`src/gpio_port_bank_pkg.sv`:
```
// Purpose: Constants and types for the general purpose I/O bank
// Assumes: APB slave, 32-bit data, one word per register
// Notes:   Two register groups of four eight-pin ports each
package gpio_port_bank_pkg;

  localparam int unsigned NUM_GROUPS     = 2;
  localparam int unsigned PINS_PER_GROUP = 32;
  localparam int unsigned PINS_PER_PORT  = 8;
  localparam int unsigned ADDR_W         = 12;

  // Byte offsets within one group window
  localparam logic [7:0] OFS_OUTPUT_VALUE  = 8'h00;
  localparam logic [7:0] OFS_OUTPUT_SET    = 8'h04;
  localparam logic [7:0] OFS_OUTPUT_CLEAR  = 8'h08;
  localparam logic [7:0] OFS_OUTPUT_TOGGLE = 8'h0C;
  localparam logic [7:0] OFS_INPUT_VALUE   = 8'h10;
  localparam logic [7:0] OFS_DIRECTION     = 8'h14;
  localparam logic [7:0] OFS_INPUT_DISABLE = 8'h18;

  // Group windows: primary and alias share one register set
  localparam logic [3:0] WIN_FIRST_GROUP        = 4'h0;
  localparam logic [3:0] WIN_SECOND_GROUP       = 4'h1;
  localparam logic [3:0] WIN_FIRST_GROUP_ALIAS  = 4'h8;
  localparam logic [3:0] WIN_SECOND_GROUP_ALIAS = 4'h9;

  localparam logic [31:0] RST_DIRECTION     = 32'h0000_0000;
  localparam logic [31:0] RST_INPUT_DISABLE = 32'hFFFF_FFFF;
  localparam logic [31:0] RST_OUTPUT_VALUE  = 32'h0000_0000;

  typedef enum logic [2:0] {
    REG_OUT_VALUE,
    REG_OUT_SET,
    REG_OUT_CLEAR,
    REG_OUT_TOGGLE,
    REG_IN_VALUE,
    REG_DIRECTION,
    REG_IN_DISABLE,
    REG_NONE
  } reg_sel_t;

  typedef struct packed {
    logic [31:0] pin_out;
    logic [31:0] pin_oe_n;
  } pin_drive_t;

endpackage

```
`src/gpio_group_regs.sv`:
```
// Purpose: Register set of one 32-pin group
// Assumes: Write strobe and select from the bus decoder, same clock
// Notes:   Port A/E in lane 0 up to port D/H in lane 3
`timescale 1ns/1ns
module gpio_group_regs
  import gpio_port_bank_pkg::*;
(
  input  wire logic        clk_sys,
  input  wire logic        rst,
  input  wire logic        wr_en,
  input  wire reg_sel_t    sel,
  input  wire logic [31:0] wdata,
  input  wire logic [31:0] pin_sync,
  output logic      [31:0] rdata_q,
  output logic      [31:0] dir_q,
  output logic      [31:0] out_q
);

  logic [31:0] in_dis_q;
  logic [31:0] in_value_q;
  logic [31:0] out_d;
  logic [31:0] rdata_d;

  // ************************************************************
  // Output data update
  // ************************************************************
  always_comb begin
    out_d = out_q;
    if (wr_en) begin
      unique case (sel)
        REG_OUT_VALUE:  out_d = wdata;
        REG_OUT_SET:    out_d = out_q | wdata;
        REG_OUT_CLEAR:  out_d = out_q & ~wdata;
        REG_OUT_TOGGLE: out_d = out_q ^ wdata;
        default:        out_d = out_q;
      endcase
    end
  end

  // ************************************************************
  // Read mux
  // ************************************************************
  always_comb begin
    unique case (sel)
      REG_OUT_VALUE:  rdata_d = out_q;
      REG_IN_VALUE:   rdata_d = in_value_q;
      REG_DIRECTION:  rdata_d = dir_q;
      REG_IN_DISABLE: rdata_d = in_dis_q;
      default:        rdata_d = 32'h0000_0000;
    endcase
  end

  always_ff @(posedge clk_sys or posedge rst) begin
    if (rst) begin
      dir_q      <= RST_DIRECTION;
      in_dis_q   <= RST_INPUT_DISABLE;
      out_q      <= RST_OUTPUT_VALUE;
      in_value_q <= 32'h0000_0000;
      rdata_q    <= 32'h0000_0000;
    end else begin
      out_q      <= out_d;
      in_value_q <= pin_sync & ~in_dis_q;
      rdata_q    <= rdata_d;
      if (wr_en && sel == REG_DIRECTION) begin
        dir_q <= wdata;
      end
      if (wr_en && sel == REG_IN_DISABLE) begin
        in_dis_q <= wdata;
      end
    end
  end

endmodule

```
`src/gpio_port_bank.sv`:
```
// Purpose: APB general purpose I/O bank, two groups of four ports
// Assumes: Pins are asynchronous and synchronised here
// Notes:   Answers with one wait state; unmapped addresses raise pslverr
//
// The register offsets and the APB interface to the registers were chosen for this implementation.
`timescale 1ns/1ns
module gpio_port_bank
  import gpio_port_bank_pkg::*;
(
  input  wire logic                  clk_sys,
  input  wire logic                  rst,
  input  wire logic                  psel,
  input  wire logic                  penable,
  input  wire logic                  pwrite,
  input  wire logic [ADDR_W-1:0]     paddr,
  input  wire logic [31:0]           pwdata,
  input  wire logic [3:0]            pstrb,
  output logic      [31:0]           prdata,
  output logic                       pready,
  output logic                       pslverr,
  input  wire logic [63:0]           pin_in,
  output logic      [63:0]           pin_out,
  output logic      [63:0]           pin_oe_n
);

  // ************************************************************
  // Address decode
  // ************************************************************
  function automatic reg_sel_t decode_ofs(input logic [7:0] ofs);
    reg_sel_t s;
    s = REG_NONE;
    unique case (ofs)
      OFS_OUTPUT_VALUE:  s = REG_OUT_VALUE;
      OFS_OUTPUT_SET:    s = REG_OUT_SET;
      OFS_OUTPUT_CLEAR:  s = REG_OUT_CLEAR;
      OFS_OUTPUT_TOGGLE: s = REG_OUT_TOGGLE;
      OFS_INPUT_VALUE:   s = REG_IN_VALUE;
      OFS_DIRECTION:     s = REG_DIRECTION;
      OFS_INPUT_DISABLE: s = REG_IN_DISABLE;
      default:           s = REG_NONE;
    endcase
    return s;
  endfunction

  wire logic [3:0] win       = paddr[11:8];
  wire logic       hit_first = (win == WIN_FIRST_GROUP)  || (win == WIN_FIRST_GROUP_ALIAS);
  wire logic       hit_sec   = (win == WIN_SECOND_GROUP) || (win == WIN_SECOND_GROUP_ALIAS);
  wire reg_sel_t   sel_raw   = decode_ofs(paddr[7:0]);
  wire logic       mapped    = (hit_first || hit_sec) && (sel_raw != REG_NONE);
  wire logic       setup     = psel && !penable;
  // Writes land at the access edge, where pready is sampled high
  wire logic       access    = psel && penable && pready;
  // Input register is read-only; full-word writes only
  wire logic       wr_ok     = mapped && pwrite && (pstrb == 4'hF) && (sel_raw != REG_IN_VALUE);
  wire logic       wr_first  = access && wr_ok && hit_first;
  wire logic       wr_sec    = access && wr_ok && hit_sec;

  logic            ack_q;
  logic            err_q;
  logic            grp_q;
  logic [63:0]     pin_meta_q;
  logic [63:0]     pin_sync_q;
  logic [31:0]     rd_first;
  logic [31:0]     rd_sec;
  logic [31:0]     dir_first;
  logic [31:0]     dir_sec;
  logic [31:0]     out_first;
  logic [31:0]     out_sec;
  pin_drive_t      drv_first;
  pin_drive_t      drv_sec;

  // ************************************************************
  // Pin synchroniser
  // ************************************************************
  always_ff @(posedge clk_sys or posedge rst) begin
    if (rst) begin
      pin_meta_q <= 64'h0000_0000_0000_0000;
      pin_sync_q <= 64'h0000_0000_0000_0000;
    end else begin
      pin_meta_q <= pin_in;
      pin_sync_q <= pin_meta_q;
    end
  end

  // ************************************************************
  // Register groups
  // ************************************************************
  gpio_group_regs u_first (
    .clk_sys  (clk_sys),
    .rst      (rst),
    .wr_en    (wr_first),
    .sel      (sel_raw),
    .wdata    (pwdata),
    .pin_sync (pin_sync_q[31:0]),
    .rdata_q  (rd_first),
    .dir_q    (dir_first),
    .out_q    (out_first)
  );

  gpio_group_regs u_sec (
    .clk_sys  (clk_sys),
    .rst      (rst),
    .wr_en    (wr_sec),
    .sel      (sel_raw),
    .wdata    (pwdata),
    .pin_sync (pin_sync_q[63:32]),
    .rdata_q  (rd_sec),
    .dir_q    (dir_sec),
    .out_q    (out_sec)
  );

  // ************************************************************
  // Pin drive, no pin-select involved
  // ************************************************************
  assign drv_first.pin_out  = out_first;
  assign drv_first.pin_oe_n = ~dir_first;
  assign drv_sec.pin_out    = out_sec;
  assign drv_sec.pin_oe_n   = ~dir_sec;

  // Outputs already registered inside the groups
  always_comb begin
    pin_out  = {drv_sec.pin_out,  drv_first.pin_out};
    pin_oe_n = {drv_sec.pin_oe_n, drv_first.pin_oe_n};
  end

  // ************************************************************
  // APB answer
  // ************************************************************
  always_ff @(posedge clk_sys or posedge rst) begin
    if (rst) begin
      ack_q <= 1'b0;
      err_q <= 1'b0;
      grp_q <= 1'b0;
    end else begin
      ack_q <= setup;
      err_q <= setup && !(mapped && (!pwrite || wr_ok));
      grp_q <= hit_sec;
    end
  end

  always_comb begin
    pready  = ack_q;
    pslverr = ack_q && err_q;
    prdata  = (ack_q && !err_q) ? (grp_q ? rd_sec : rd_first) : 32'h0000_0000;
  end
endmodule

```
`config.mk`:
```
export PLATFORM = sky130hd
export DESIGN_NAME = gpio_port_bank
export DESIGN_NICKNAME = d
export VERILOG_FILES = /design/src/gpio_port_bank_pkg.sv /design/src/gpio_group_regs.sv /design/src/gpio_port_bank.sv
export SDC_FILE = /design/constraint.sdc
export NUM_CORES = 1
export LEC_CHECK = 0
export ABC_CLOCK_PERIOD_IN_PS = 14500
export CORE_MARGIN = 2
export CORE_UTILIZATION = 50
export CTS_BUF_LIST = sky130_fd_sc_hd__clkbuf_8
export DETAILED_ROUTE_END_ITERATION = 7
export DONT_BUFFER_PORTS = 1
export GPL_ROUTABILITY_DRIVEN = 0
export GPL_TIMING_DRIVEN = 0
export PLACE_DENSITY = 0.68
export SLEW_MARGIN = 20
export SYNTH_ARGS = -nofsm -noshare
export SYNTH_HDL_FRONTEND = slang
export SYNTH_SLANG_ARGS = --single-unit
```
`constraint.sdc`:
```
create_clock -name clk_sys -period 14.5 [get_ports clk_sys]
set_input_delay 1.45 -clock clk_sys [delete_from_list [all_inputs] [get_ports clk_sys]]
set_output_delay 1.45 -clock clk_sys [all_outputs]
set_load 0.005 [all_outputs]
```
==> metrics <==
Initial Util 50.9%; placed insts 2206; Critical Path Fanout Max 10; sequential area share after synthesis 55.9%; fin. max-slew vios 0; Worst Setup End Kind output port; Setup TNS Final 0 ns; Sw Pwr 0.638 mW; Final Hold Viols 0; clock group share of total power 46.2%; critical path launch point type flip-flop; vias in the first global route 14257; H-tree level count 3; Max Cap Violations 0; Chip Width 206 µm; Worst R2R Setup Slack 11.68 ns; Core ar. 39900 µm²; DRC viols 0; port bufs 0; r2r startpoint pready; Worst Skew 0.0356 ns; 1st-iter DRT viols 1043; Leakage 11.0 nW; Detailed Place HPWL 40800 µm; #FFs+latches synth 451; WP data arrival 2.67 ns; CTS buffer count 77; Power Internal 2.04 mW; logic gate share of total power 5.3%; clock root buffer clkbuf_8; post-CTS sizing 0; clk_lat worst skew 0.67 ns; Slew headroom 26.1%; Reg power frac 48.5%; crit path kind flip-flop to output port; Die Area 42300 µm²; Synth Cell Area 20300 µm²; clock tree buffer depth 3; GRT overflow 0; Critical Path Start grp_q; DR WL/cell 25.5 µm; first-pass GRT wire length 89200 µm; Worst Min Path Start pin_meta_q[8]; worst vdd ir 0.0781 mV; post-synth cell types 39; Area Overhead vs Synth 12.1%; CTS tree built; final setup fails 0; CP required 13.05 ns; Final nets 2005; Final period util 28.4%; postcts setup bufs 0; Avg Vias per Cell 5.81; drt total wl 59800 µm; largest net degree at the start of global routing 106; Die H 206 µm; CTS Sinks 451; routed vias 13647; pwr dens 117 nW/µm²; Total Power 2.67 mW; outcome completed; Mapped Cells 1677; Hold Crit Class flip-flop to flip-flop; Max Freq 0.243 GHz; RSZ-0062 raised after global routing no; cts-stage hold buffer count 0; warnings from Yosys 0; Post-Layout Cell Count 2349; hold_ws 0.342 ns; min cycle time layout 4.12 ns; I/O pin cnt 279; Mean Syn Cell Area 12.1 µm²; first-pass detailed-route iteration total 5; worst slew pin tran 1.11 ns; num rows 73; switching part of the total 23.9%; Synth Net Count 1922; Filler cells 3253; GRT Total Usage 28.9%; final antenna-violating net count 0; layout cells sized above 1 18.1%; initial antenna violation count 4; Worst-path clk slew 0.06 ns
==> metal layers <==
| metal | up-vias | share of wire, % | global-route usage, % |
|---|---|---|---|
| met2 | 595 | 46 | 44.9 |
| li1 | 5954 | - | - |
| met3 | 153 | 8.4 | 8.28 |
| met4 | 0 | 3.8 | 13.0 |
| met5 | - | 0 | 0 |
| met1 | 6945 | 41 | 37.7 |
==> logic make-up after synthesis <==
logic type	count (synthesis)	synth area share, %
compound gates	324	11.2
flops	451	55.9
mux	224	12.9
fa+ha+maj	128	7.88
buf+inv	263	5.19
simple gates	287	6.93
==> layout by cell type, fill, tap and decap left out, types with 19 or more instances in the layout <==
cell type	netlist	layout
dfstp_2	64	64
buf_1	19	19
a221o_1	64	64
mux2_2	68	68
nor2_1	162	161
a21oi_1	128	128
a22oi_1	64	64
ha_1	128	128
mux2i_1	96	96
mux2_4	60	60
clkbuf_1	73	73
clkbuf_8	0	100
dfrtp_1	387	387
inv_1	162	185
a211oi_1	64	64
nor2b_1	97	97
==> cells in the mapped netlist <==
cell type,instances,area (µm²)
or4_1,1,7.51
ha_1,128,1600
nand2b_1,1,6.26
or3b_2,1,8.76
nor3_2,1,10.0
mux2i_1,96,961
or4_4,2,22.5
nor3b_1,1,7.51
inv_1,162,608
nand4b_1,1,8.76
and3b_1,1,8.76
nand4_1,3,18.8
a22oi_1,64,480
dfrtp_1,387,9680
a221o_1,64,641
buf_1,19,71.3
or4b_4,1,13.8
nor2_1,162,608
nand2_1,3,11.3
and3_1,1,6.26
a21bo_2,1,10.0
clkbuf_1,73,274
and2_1,2,12.5
a221oi_1,1,8.76
nor2b_1,97,607
nand3_1,1,5.00
mux2_2,68,766
mux2_4,60,901
or2_1,1,6.26
nor3_1,4,20.0
a21oi_1,128,641
or2_2,1,6.26
a211oi_1,64,480
a21boi_0,1,7.51
o21ai_0,1,5.00
nand3b_1,1,7.51
dfstp_2,64,1680
buf_6,9,101
nor4_1,1,6.26
==> power by group through the flow <==
stage          clock network (mW)  logic, mW  registers [mW]
2_1_floorplan                   0     0.0949            1.32
3_5_place_dp                    0      0.141            1.32
3_3_place_gp                    0      0.133            1.32
4_1_cts                      1.26      0.142            1.30
6_report                     1.24      0.142            1.30
5_1_grt                      1.32      0.158            1.30
==> per-stage QoR <==
step / instance area [µm²] / utilization (%) / worst slack [ns]
3_3_place_gp: 21000 / 52.6 / -4.03
2_1_floorplan: 20300 / - / 0.586
5_1_grt: 22800 / 57.1 / 10.29
6_report: 22800 / 57.1 / 10.38
3_5_place_dp: 21100 / 52.9 / 9.96
4_1_cts: 22800 / 57.1 / 10.31
==> registers in the layout (all words and copies together), names as in the netlist <==
register and flops:
pin_sync_q 64, u_sec.dir_q 32, err_q 1, u_first.out_q 32, u_first.dir_q 32, u_first.in_value_q 32
u_sec.rdata_q 32, u_sec.in_dis_q 32, pin_meta_q 64, pready 1, u_first.in_dis_q 32, u_sec.in_value_q 32
u_sec.out_q 32, u_first.rdata_q 32, grp_q 1
==> final cells by class <==
cell class / count / area (µm²) / area share, %
Tap cell: 525 / 657 / 2.88
Multi-Input combinational cell: 963 / 7920 / 34.7
Clock inverter: 40 / 300 / 1.32
Antenna cell: 3 / 7.51 / 0.0329
Inverter: 162 / 616 / 2.70
Sequential cell: 451 / 11400 / 49.9
Timing Repair Buffer: 4 / 110 / 0.483
Clock buffer: 100 / 1380 / 6.04
Buffer: 101 / 447 / 1.96
==> final timing paths <==
| check | end | cells past startpoint |
|---|---|---|
| min | pin_sync_q[8] | 0 |
| max | prdata[2] | 4 |
| max in group asynchronous | u_first.in_dis_q[15] | 3 |
| min in group asynchronous | u_sec.dir_q[31] | 1 |
| max reg2reg | u_sec.dir_q[18] | 5 |
| min reg2reg | pin_sync_q[8] | 0 |
==> worst max-delay path: stages, from the launching register on <==
cell and delay (ns):
dfrtp_1 0.32, clkbuf_1 0.26, buf_1 0.80, mux2i_1 0.29, nor2_1 0.33
Note: power is estimated with default switching activity, not from simulation.
